File: config.mk
export PLATFORM = sky130hd
export DESIGN_NAME = dms_mode_ctrl
export DESIGN_NICKNAME = d
export VERILOG_FILES = /design/src/include/dms_pkg.sv /design/src/logic/dms_mode_ctrl.sv
export VERILOG_INCLUDE_DIRS = /design/src /design/src/include
export SDC_FILE = /design/constraint.sdc
export NUM_CORES = 1
export LEC_CHECK = 0
export ABC_CLOCK_PERIOD_IN_PS = 4800
export BUFFER_PORTS_ARGS = -buffer_cell sky130_fd_sc_hd__buf_4
export CELL_PAD_IN_SITES_DETAIL_PLACEMENT = 0
export CELL_PAD_IN_SITES_GLOBAL_PLACEMENT = 1
export CORE_UTILIZATION = 48
export DETAILED_ROUTE_END_ITERATION = 6
export GPL_TIMING_DRIVEN = 0
export PLACE_DENSITY = 0.87
export SYNTH_ARGS = -nofsm -noshare
export SYNTH_HDL_FRONTEND = slang
export SYNTH_SLANG_ARGS = --single-unit
File: constraint.sdc
create_clock -name hclk -period 4.8 [get_ports hclk]
set_input_delay 0.96 -clock hclk [delete_from_list [all_inputs] [get_ports hclk]]
set_output_delay 0.96 -clock hclk [all_outputs]
set_load 0.02 [all_outputs]
File: src/include/dms_cfg.svh
// What this block does
// Startup 0, selection 0: external start, all switches
// Selection 1: panel mode fixed at start
// Selection 2: external start, no switch into panel
// Selection 3 or 4: combined mode, switching refused
// Selection 6: switching allowed while motor runs
// Selection 7: stop input off forces external mode
// Startup 1/2: network start for 0,2,6,7-on
// Startup 10/12, selection 0: panel-network switching only
// Startup 10/12, selection 2: network mode fixed
// Startup 10/12: selection 6 network, 7 external start
// Startup 1/10: start command dropped after restoration
// Restart enabled: resume previous state after restoration
// Startup 1/2: no direct panel-network switch
// Startup 10/12: key or select input toggles panel/network
// Start source 0 communication, 1 external terminals
// Frequency source 0 comm, 1 external, 2 mixed
// Network port: 0 option, 1 RS-485, 9999 auto
// Panel port: 1 RS-485, 2 connector, 3 USB
// Port settings writable while option connected
// Startup 2/12: resume mode held before power loss
// Precedence: selection, stop, net/ext, panel/net, panel/ext, startup
// Startup mode evaluated once per power or reset event
`ifndef DMS_CFG_SVH
`define DMS_CFG_SVH
`define DMS_OFF_STARTUP 8'h00
`define DMS_OFF_START_SRC 8'h04
`define DMS_OFF_FREQ_SRC 8'h08
`define DMS_OFF_NET_PORT 8'h0C
`define DMS_OFF_PANEL_PORT 8'h10
`define DMS_OFF_MODE_SEL 8'h14
`define DMS_OFF_CTRL 8'h18
`define DMS_OFF_STATUS 8'h1C
`define DMS_RST_STARTUP 16'h0000
`define DMS_RST_START_SRC 16'h0000
`define DMS_RST_FREQ_SRC 16'h0000
`define DMS_RST_NET_PORT 16'h270F
`define DMS_RST_PANEL_PORT 16'h0002
`define DMS_RST_MODE_SEL 16'h0000
`define DMS_CTRL_REQ_LSB 0
`define DMS_CTRL_GO_BIT 2
`define DMS_CTRL_RESTART_BIT 3
`endif

File: src/include/dms_pkg.sv
package dms_pkg;
    // One-hot operation mode codes
    typedef enum logic [3:0] {
        DMS_EXT = 4'h1,
        DMS_PANEL = 4'h2,
        DMS_NET = 4'h4,
        DMS_COMB = 4'h8
    } dms_mode_t;
    // Command port codes
    typedef enum logic [1:0] {
        DMS_PORT_OPTION = 2'h0,
        DMS_PORT_RS485 = 2'h1,
        DMS_PORT_PANEL = 2'h2,
        DMS_PORT_USB = 2'h3
    } dms_port_t;
    // Selected command sources
    typedef struct packed {
        logic start_ext;
        logic freq_ext;
        logic freq_comm_ok;
        logic analog2_ok;
        dms_port_t port;
    } dms_src_t;
endpackage

File: src/logic/dms_mode_ctrl.sv
`timescale 1ns/1ns
`default_nettype none
`include "dms_cfg.svh"
module dms_mode_ctrl
    import dms_pkg::*;
(
    input wire logic hclk, // Controller clock
    input wire logic hresetn, // Power-on/reset event, low
    input wire logic hsel, // Slave select
    input wire logic [31:0] haddr, // Byte address
    input wire logic [1:0] htrans, // Transfer type
    input wire logic hwrite, // Write
    input wire logic [2:0] hsize, // Size, word only
    input wire logic [31:0] hwdata, // Write data
    input wire logic hready, // Bus ready
    output logic [31:0] hrdata, // Read data
    output logic hreadyout, // Always ready
    output logic hresp, // Always OKAY
    input wire logic power_restored, // Return after brief power loss
    input wire logic option_fitted, // Comm option present
    input wire logic motor_running, // Output active
    input wire logic motor_stop_input, // Stop/enable pin
    input wire logic network_external_select_input, // Net/ext pin
    input wire logic panel_network_select_input, // Panel/net pin
    input wire logic panel_external_select_input, // Panel/ext pin
    input wire logic panel_key, // Panel mode key pulse
    input wire logic start_cmd_in, // Start command from source
    output logic [3:0] op_mode, // One-hot mode
    output logic run_permit, // Start command forwarded
    output logic [5:0] cmd_src // Selected sources
);
    // ---------------------------------------------------------------
    // Pin synchronisers
    // ---------------------------------------------------------------
    logic [5:0] pin_s1_r, pin_s2_r, pin_s1_nxt;
    logic [5:0] pin_prev_r;
    always_comb begin
        pin_s1_nxt = {panel_key, power_restored, motor_stop_input,
            network_external_select_input, panel_network_select_input,
            panel_external_select_input};
    end
    always_ff @(posedge hclk or negedge hresetn) begin
        if (!hresetn) begin
            pin_s1_r <= 6'h00;
            pin_s2_r <= 6'h00;
            pin_prev_r <= 6'h00;
        end else begin
            pin_s1_r <= pin_s1_nxt;
            pin_s2_r <= pin_s1_r;
            pin_prev_r <= pin_s2_r;
        end
    end
    logic key_s, restore_s, stop_s, ne_s, pn_s, pe_s;
    logic key_pulse, restore_pulse, pn_change;
    assign {key_s, restore_s, stop_s, ne_s, pn_s, pe_s} = pin_s2_r;
    assign key_pulse = key_s & ~pin_prev_r[5];
    assign restore_pulse = restore_s & ~pin_prev_r[4];
    assign pn_change = pn_s ^ pin_prev_r[1];

    // ---------------------------------------------------------------
    // AHB-Lite register slave
    // ---------------------------------------------------------------
    logic [15:0] startup_r, startup_nxt, start_src_r, start_src_nxt;
    logic [15:0] freq_src_r, freq_src_nxt, net_port_r, net_port_nxt;
    logic [15:0] panel_port_r, panel_port_nxt, mode_sel_r, mode_sel_nxt;
    logic [3:0] ctrl_r, ctrl_nxt;
    logic wr_pend_r, wr_pend_nxt;
    logic [7:0] wr_addr_r, wr_addr_nxt;
    logic [31:0] hrdata_r, hrdata_nxt;
    logic sw_req_pulse;
    logic bus_go;
    assign bus_go = hsel & hready & htrans[1];
    // Address phase captured, write lands in data phase, read answered at once
    always_comb begin
        startup_nxt = startup_r;
        start_src_nxt = start_src_r;
        freq_src_nxt = freq_src_r;
        net_port_nxt = net_port_r;
        panel_port_nxt = panel_port_r;
        mode_sel_nxt = mode_sel_r;
        ctrl_nxt = ctrl_r;
        sw_req_pulse = 1'b0;
        wr_pend_nxt = bus_go & hwrite;
        wr_addr_nxt = haddr[7:0];
        hrdata_nxt = hrdata_r;
        if (wr_pend_r) begin
            unique case (wr_addr_r)
                `DMS_OFF_STARTUP: startup_nxt = hwdata[15:0];
                `DMS_OFF_START_SRC: start_src_nxt = hwdata[15:0];
                `DMS_OFF_FREQ_SRC: freq_src_nxt = hwdata[15:0];
                // Port settings take writes in any mode while option connected
                `DMS_OFF_NET_PORT: net_port_nxt = hwdata[15:0];
                `DMS_OFF_PANEL_PORT: panel_port_nxt = hwdata[15:0];
                `DMS_OFF_MODE_SEL: mode_sel_nxt = hwdata[15:0];
                `DMS_OFF_CTRL: begin
                    ctrl_nxt = hwdata[3:0];
                    // Go is never stored, so it reads back clear and cannot fire twice
                    ctrl_nxt[`DMS_CTRL_GO_BIT] = 1'b0;
                    sw_req_pulse = hwdata[`DMS_CTRL_GO_BIT];
                end
                default: ;
            endcase
        end
        if (bus_go && !hwrite) begin
            unique case (haddr[7:0])
                `DMS_OFF_STARTUP: hrdata_nxt = {16'h0000, startup_r};
                `DMS_OFF_START_SRC: hrdata_nxt = {16'h0000, start_src_r};
                `DMS_OFF_FREQ_SRC: hrdata_nxt = {16'h0000, freq_src_r};
                `DMS_OFF_NET_PORT: hrdata_nxt = {16'h0000, net_port_r};
                `DMS_OFF_PANEL_PORT: hrdata_nxt = {16'h0000, panel_port_r};
                `DMS_OFF_MODE_SEL: hrdata_nxt = {16'h0000, mode_sel_r};
                `DMS_OFF_CTRL: hrdata_nxt = {28'h0000000, ctrl_r};
                `DMS_OFF_STATUS: hrdata_nxt = {20'h00000, cmd_src, 1'b0, run_permit,
                    op_mode};
                default: hrdata_nxt = 32'h00000000;
            endcase
        end
    end
    always_ff @(posedge hclk or negedge hresetn) begin
        if (!hresetn) begin
            startup_r <= `DMS_RST_STARTUP;
            start_src_r <= `DMS_RST_START_SRC;
            freq_src_r <= `DMS_RST_FREQ_SRC;
            net_port_r <= `DMS_RST_NET_PORT;
            panel_port_r <= `DMS_RST_PANEL_PORT;
            mode_sel_r <= `DMS_RST_MODE_SEL;
            ctrl_r <= 4'h0;
            wr_pend_r <= 1'b0;
            wr_addr_r <= 8'h00;
            hrdata_r <= 32'h00000000;
        end else begin
            startup_r <= startup_nxt;
            start_src_r <= start_src_nxt;
            freq_src_r <= freq_src_nxt;
            net_port_r <= net_port_nxt;
            panel_port_r <= panel_port_nxt;
            mode_sel_r <= mode_sel_nxt;
            ctrl_r <= ctrl_nxt;
            wr_pend_r <= wr_pend_nxt;
            wr_addr_r <= wr_addr_nxt;
            hrdata_r <= hrdata_nxt;
        end
    end
    assign hrdata = hrdata_r;
    assign hreadyout = 1'b1;
    assign hresp = 1'b0;

    // ---------------------------------------------------------------
    // Mode evaluation
    // ---------------------------------------------------------------
    logic s_net, s_resume, s_panelnet;
    dms_mode_t op_mode_r, op_mode_nxt, saved_mode_r, saved_mode_nxt;
    assign s_net = (startup_r == 16'h0001) || (startup_r == 16'h0002);
    assign s_panelnet = (startup_r == 16'h000A) || (startup_r == 16'h000C);
    assign s_resume = (startup_r == 16'h0002) || (startup_r == 16'h000C);

    // Startup mode; selection first, then stop input, then startup setting
    function automatic dms_mode_t start_mode(input logic [15:0] sel,
            input logic stop_on);
        dms_mode_t m;
        m = DMS_EXT;
        unique case (sel)
            16'h0001: m = DMS_PANEL;
            16'h0003, 16'h0004: m = DMS_COMB;
            16'h0007: m = (stop_on && s_net) ? DMS_NET : DMS_EXT;
            default: m = (s_net || s_panelnet) ? DMS_NET : DMS_EXT;
        endcase
        return m;
    endfunction

    // Mode requested by pins or software, precedence software, startup 10/12 key or panel/net toggle, net/ext, panel/net, panel/ext
    dms_mode_t req_mode;
    logic req_valid;
    always_comb begin
        req_mode = op_mode_r;
        req_valid = 1'b0;
        if (sw_req_pulse) begin
            req_valid = 1'b1;
            req_mode = (hwdata[1:0] == 2'h1) ? DMS_PANEL :
                (hwdata[1:0] == 2'h2) ? DMS_NET : DMS_EXT;
        end else if (s_panelnet && (key_pulse || pn_change)) begin
            req_valid = 1'b1;
            req_mode = (op_mode_r == DMS_NET) ? DMS_PANEL : DMS_NET;
        end else if (ne_s != pin_prev_r[2]) begin
            req_valid = 1'b1;
            req_mode = ne_s ? DMS_NET : DMS_EXT;
        end else if (pn_change) begin
            req_valid = 1'b1;
            req_mode = pn_s ? DMS_NET : DMS_PANEL;
        end else if (pe_s != pin_prev_r[0]) begin
            req_valid = 1'b1;
            req_mode = pe_s ? DMS_EXT : DMS_PANEL;
        end
    end

    // Whether the current selection lets the requested switch happen
    logic allow;
    always_comb begin
        allow = 1'b0;
        unique case (mode_sel_r)
            16'h0000: allow = s_panelnet ? (req_mode != DMS_EXT) : 1'b1;
            16'h0002: allow = s_panelnet ? 1'b0 : (req_mode != DMS_PANEL);
            16'h0006: allow = 1'b1;
            16'h0007: allow = stop_s;
            default: allow = 1'b0;
        endcase
        if (motor_running && mode_sel_r != 16'h0006)
            allow = 1'b0;
        if (s_net && ((op_mode_r == DMS_PANEL && req_mode == DMS_NET) ||
                (op_mode_r == DMS_NET && req_mode == DMS_PANEL)))
            allow = 1'b0;
    end

    logic init_r, init_nxt, hold_r, hold_nxt, run_r, run_nxt;
    always_comb begin
        op_mode_nxt = op_mode_r;
        saved_mode_nxt = saved_mode_r;
        init_nxt = 1'b0;
        hold_nxt = hold_r;
        run_nxt = start_cmd_in & ~hold_r & ~init_r;
        if (init_r) begin
            op_mode_nxt = start_mode(mode_sel_r, stop_s);
        end else if (restore_pulse) begin
            op_mode_nxt = s_resume ? saved_mode_r : start_mode(mode_sel_r, stop_s);
            if (ctrl_r[`DMS_CTRL_RESTART_BIT])
                op_mode_nxt = saved_mode_r;
            else if (start_cmd_in && (startup_r == 16'h0001 || startup_r == 16'h000A))
                hold_nxt = 1'b1;
            run_nxt = ctrl_r[`DMS_CTRL_RESTART_BIT] & run_r;
        end else if (mode_sel_r == 16'h0007 && !stop_s) begin
            op_mode_nxt = DMS_EXT;
        end else if (req_valid && allow) begin
            op_mode_nxt = req_mode;
        end
        if (!start_cmd_in)
            hold_nxt = 1'b0;
        if (!restore_pulse)
            saved_mode_nxt = op_mode_r;
    end
    always_ff @(posedge hclk or negedge hresetn) begin
        if (!hresetn) begin
            op_mode_r <= DMS_EXT;
            saved_mode_r <= DMS_EXT;
            init_r <= 1'b1;
            hold_r <= 1'b0;
            run_r <= 1'b0;
        end else begin
            op_mode_r <= op_mode_nxt;
            saved_mode_r <= saved_mode_nxt;
            init_r <= init_nxt;
            hold_r <= hold_nxt;
            run_r <= run_nxt;
        end
    end
    assign op_mode = op_mode_r;
    assign run_permit = run_r;

    // ---------------------------------------------------------------
    // Command source selection
    // ---------------------------------------------------------------
    dms_src_t src_r, src_nxt;
    always_comb begin
        src_nxt.start_ext = (start_src_r == 16'h0001);
        src_nxt.freq_ext = (freq_src_r != 16'h0000);
        src_nxt.freq_comm_ok = (freq_src_r != 16'h0001);
        src_nxt.analog2_ok = (freq_src_r == 16'h0001);
        src_nxt.port = DMS_PORT_PANEL;
        if (op_mode_r == DMS_NET) begin
            if (net_port_r == 16'h0000)
                src_nxt.port = DMS_PORT_OPTION;
            else if (net_port_r == 16'h0001)
                src_nxt.port = DMS_PORT_RS485;
            else
                src_nxt.port = option_fitted ? DMS_PORT_OPTION : DMS_PORT_RS485;
        end else begin
            unique case (panel_port_r)
                16'h0001: src_nxt.port = DMS_PORT_RS485;
                16'h0003: src_nxt.port = DMS_PORT_USB;
                default: src_nxt.port = DMS_PORT_PANEL;
            endcase
        end
    end
    always_ff @(posedge hclk or negedge hresetn) begin
        if (!hresetn)
            src_r <= '0;
        else
            src_r <= src_nxt;
    end
    assign cmd_src = src_r;
endmodule
`default_nettype wire

==> results.txt <==
----------------------------------------------------
[Route]
  First-pass iteration count of the detailed router ... 7
  WL per Instance ... 22.37 um
  Iteration-0 DRC count of the detailed router ... 537
  Residual DRC ... 7
  Count of vias placed by the detailed router ... 5,739
  Vias per Instance ... 6.265
  Residual antenna-violating net count after detailed routing ... 0
  Total wire length after detailed routing ... 20,490 um

[Final layout]
  Area of all placed cells without fillers ... between 8000 and 9000 um^2
  Post-layout net count ... 805
  Fill cell instance count of the final layout ... 1,226
  Inserted Diodes ... 0
  Utilization after layout ... about three fifths
  Ratio of cells with drive above 1 in the final layout ... 32.92%
  Area Overhead vs Synth ... 19.03%

[Clocking]
  Post CTS Setup Buffer Count ... 0
  CTS tree ... built
  Resize count post-CTS ... 0
  Clock-pin transition on the worst setup and hold timing paths ... roughly 0.060 ns
  Post-CTS Hold Buffers ... 0
  Later-pin clock latency in the skew report ... 0.43 ns
  Number of CTS-inserted buffers ... 17
  CTS H-tree lvls ... 4
  # clock sinks ... 158
  Worst-case clock buffer depth ... 2
  Clk Tree Root Cell ... clkbuf_16

[Placement]
  Placed cell areas ... 8157 um^2
  Placer's final routability congestion estimate ... 0.9051
  Port Buf Inserts ... 65
  Final HPWL from detailed placement ... 14,640 um

[Global route]
  Combined global-route utilization of all metal layers ... 27.31%
  Number of antenna violations at the first check in global routing ... 0
  GRT overflow ... 0
  Met1 track demand over resource ... 36.10%
  Met3 layer usage reported by global route ... 8.454%
  Global-route layer with the greatest usage ... met2
  GR met2 Demand/Resource ... a little over two fifths
  Maximum number of pins on one net before global-route repair ... between 100 and 150
  Vias in the first global route ... 5,655
  First-pass GRT wire length ... 32,230 um

[STA]
  RSZ-0062 raised after global routing ... false
  Worst slack on hold paths ... 0.3496 ns
  Actual slew at the worst max-slew pin ... 1.265 ns
  Total Negative Setup Slacks ... 0 ns
  Maximum clock skew at final layout ... 0.007904 ns
  Setup-violating endpoint count in the final report ... 0
  Timing-limited maximum frequency ... 273.4 MHz
  Final count of hold timing violations ... 0
  Final critical-path share of the clock period ... 76.21%
  Max-slew headroom ... between 15 and 20%
  Time the final worst path needs with I/O delays and setup ... 3.658 ns
  Number of max-slew violations in the final report ... 0

[Floorplanning]
  Die Y-Extent ... 125.7 um
  Placeable core region ... 14,750 um^2
  Row Count ... 44
  Die Wd ... approximately 130 um
  Area of the die ... 15,800 um^2
  Starting density of the core ... 49.77%
  Num ports ... 128

[Synth]
  Largest area contributor in the netlist ... dfrtp_1
  Flip-flop and latch count after synthesis ... between 150 and 200
  Post-synth EDFFs ... 0
  Mapped Cells ... 618
  Most frequent cell after synthesis ... dfrtp_1
  Primary FF master, synth ... dfrtp_1
  Async SR Flop Fraction ... 100.0%
  Most instantiated cells after synthesis ... dfrtp_1, mux2_2, nand2_1
  Syn Std Cell Area ... 7343 um^2
  Average instance area after synthesis ... 11.88 um^2
  Count of synthesis-stage warnings from yosys ... 0
  Portion of the post-synthesis area used by sequential elements ... 54.05%
  Synth unique cells ... 71
  Area share of the largest cell type after synthesis ... 49.75%
  Leading post-synthesis cells by cell area ... dfrtp_1, mux2_2, dfstp_2

[Pwr]
  Total Power ... 3.004 mW
  Pwr Density ... roughly 340 nW/um^2
  Largest voltage drop on the vdd net ... 0.2491 mV
  Total leakage power ... approximately 4.0 nW

[Min path]
  Cell depth of the worst hold path ... 0
  Kind of path behind the tightest hold check ... reg -> reg

[Critical path]
  CP Cell Sequence ... buf_4 -> nor3_1 -> nand2b_1 -> nor3_1 -> clkbuf_1 -> a222oi_1 -> a31oi_1 -> a21o_1
  Flop-to-flop setup slack ... 1.71 ns
  CP dominant cell by count ... nor3_1
  Crit start category ... input pin
  Critical path data arrival time ... approximately 4 ns
  Type of element capturing the critical path ... flip-flop
  Required time at the worst-slack endpoint ... around 5.2 ns
  Crit path max fanout ... 10
  Worst R2R Path Depth ... 8
  Slowest stage delay, CP ... 1.03 ns
  Type of the worst setup path ... in -> reg
  Critical-path cell with the highest stage delay ... nor3_1

[Status]
  Violated checks ... design-rule violations
  Run status ... complete, but fails checks

[Flow run]
  Number of maximum-capacitance constraint violations ... 0

----------------------------------------------------
cell usage in the layout, fill, tap and decap left out, types with 3 or more instances in the layout:
| cell type | count |
|---|---|
| nand4_1 | 7 |
| nor3_1 | 13 |
| conb_1 | 19 |
| nor2_1 | 23 |
| nand3b_1 | 5 |
| clkbuf_1 | 22 |
| or3_1 | 3 |
| dfstp_2 | 12 |
| a221oi_1 | 6 |
| nand2_1 | 42 |
| a21o_1 | 12 |
| clkinv_2 | 3 |
| a31oi_1 | 14 |
| buf_4 | 83 |
| a21oi_1 | 13 |
| nor4_1 | 19 |
| inv_1 | 12 |
| mux2_2 | 92 |
| nor4b_1 | 3 |
| dfrtp_1 | 146 |
| xnor2_1 | 3 |
| clkbuf_8 | 3 |
| nor2b_1 | 7 |
| a211oi_1 | 3 |
| mux2i_1 | 3 |
| clkbuf_16 | 17 |
| a22oi_1 | 37 |
| nor4_2 | 3 |
| buf_2 | 5 |
| o21ai_0 | 19 |
| bufinv_16 | 3 |
| nand3_1 | 9 |
| nand2b_1 | 8 |
| and4_1 | 5 |
| a222oi_1 | 8 |
cell families (layout without fill, tap and decap cells):
| logic type | after synthesis | in the layout | synth area share, % |
|---|---|---|---|
| simple gates | 166 | 166 | 12.86 |
| other cells | 2 | 19 | 0.1023 |
| fa+ha+maj | 3 | 3 | 0.4941 |
| mux | 97 | 97 | 14.82 |
| flops | 158 | 158 | 54.05 |
| xor+xnor | 4 | 4 | 0.4772 |
| buf+inv | 55 | 152 | 4.106 |
| compound gates | 133 | 133 | 13.09 |
routing by layer:
| metal | vias up | part of all wire, % |
|---|---|---|
| li1 | 2498 | - |
| met3 | 60 | 9.2 |
| met4 | 0 | 3.1 |
| met5 | - | 0 |
| met2 | 300 | 46 |
| met1 | 2881 | 42 |
worst max-delay path, delay by kind of cell:
kind	cells	cell delay (ns)
compound gates	3	0.69
simple gates	3	1.70
buf+inv	2	0.67
area by class of cell:
class | count | area (um^2) | area share, %
clock buffer | 24 | 471.7 | 5.397
clock inverter | 7 | 112.6 | 1.288
timing repair buffer | 66 | 519.2 | 5.940
multi-input combinational | 422 | 3137 | 35.89
sequential | 158 | 3969 | 45.41
tap | 184 | 230.2 | 2.634
inverter | 12 | 45.04 | 0.5153
buffer | 43 | 256.5 | 2.934
registers in the layout, summed over array words and instances, names as in the netlist, 8 cells and up:
signal,cells
freq_src_r,16
net_port_r,16
hrdata,16
mode_sel_r,16
wr_addr_r,8
panel_port_r,16
startup_r,16
start_src_r,16
per-stage QoR:
step / worst slack, ns / instances
6_report: 1.142 / 916
5_1_grt: 1.094 / 916
4_1_cts: 1.240 / 916
3_5_place_dp: 0.8124 / 885
3_3_place_gp: 0.8840 / 884
2_1_floorplan: 2.119 / 635
power breakdown:
group / total (mW) / internal [mW] / switching (mW)
clock network: 1.36 / 0.840 / 0.522
logic: 0.219 / 0.0906 / 0.128
registers: 1.42 / 1.38 / 0.0427
total: 3.00 / 2.31 / 0.693
final timing paths:
check                                            from                         to
setup / recovery                             haddr[5]      hrdata[2]$_DFFE_PN0P_
hold / removal                  pin_s1_r[0]$_DFF_PN0_      pin_s2_r[0]$_DFF_PN0_
setup reg to reg           mode_sel_r[15]$_DFFE_PN0P_     op_mode[1]$_DFFE_PN0P_
hold reg to reg                 pin_s1_r[0]$_DFF_PN0_      pin_s2_r[0]$_DFF_PN0_
max in group asynchronous                     hresetn  net_port_r[8]$_DFFE_PN1P_
min in group asynchronous                     hresetn    pin_prev_r[1]$_DFF_PN0_
Power figures use the tool's default switching activity.
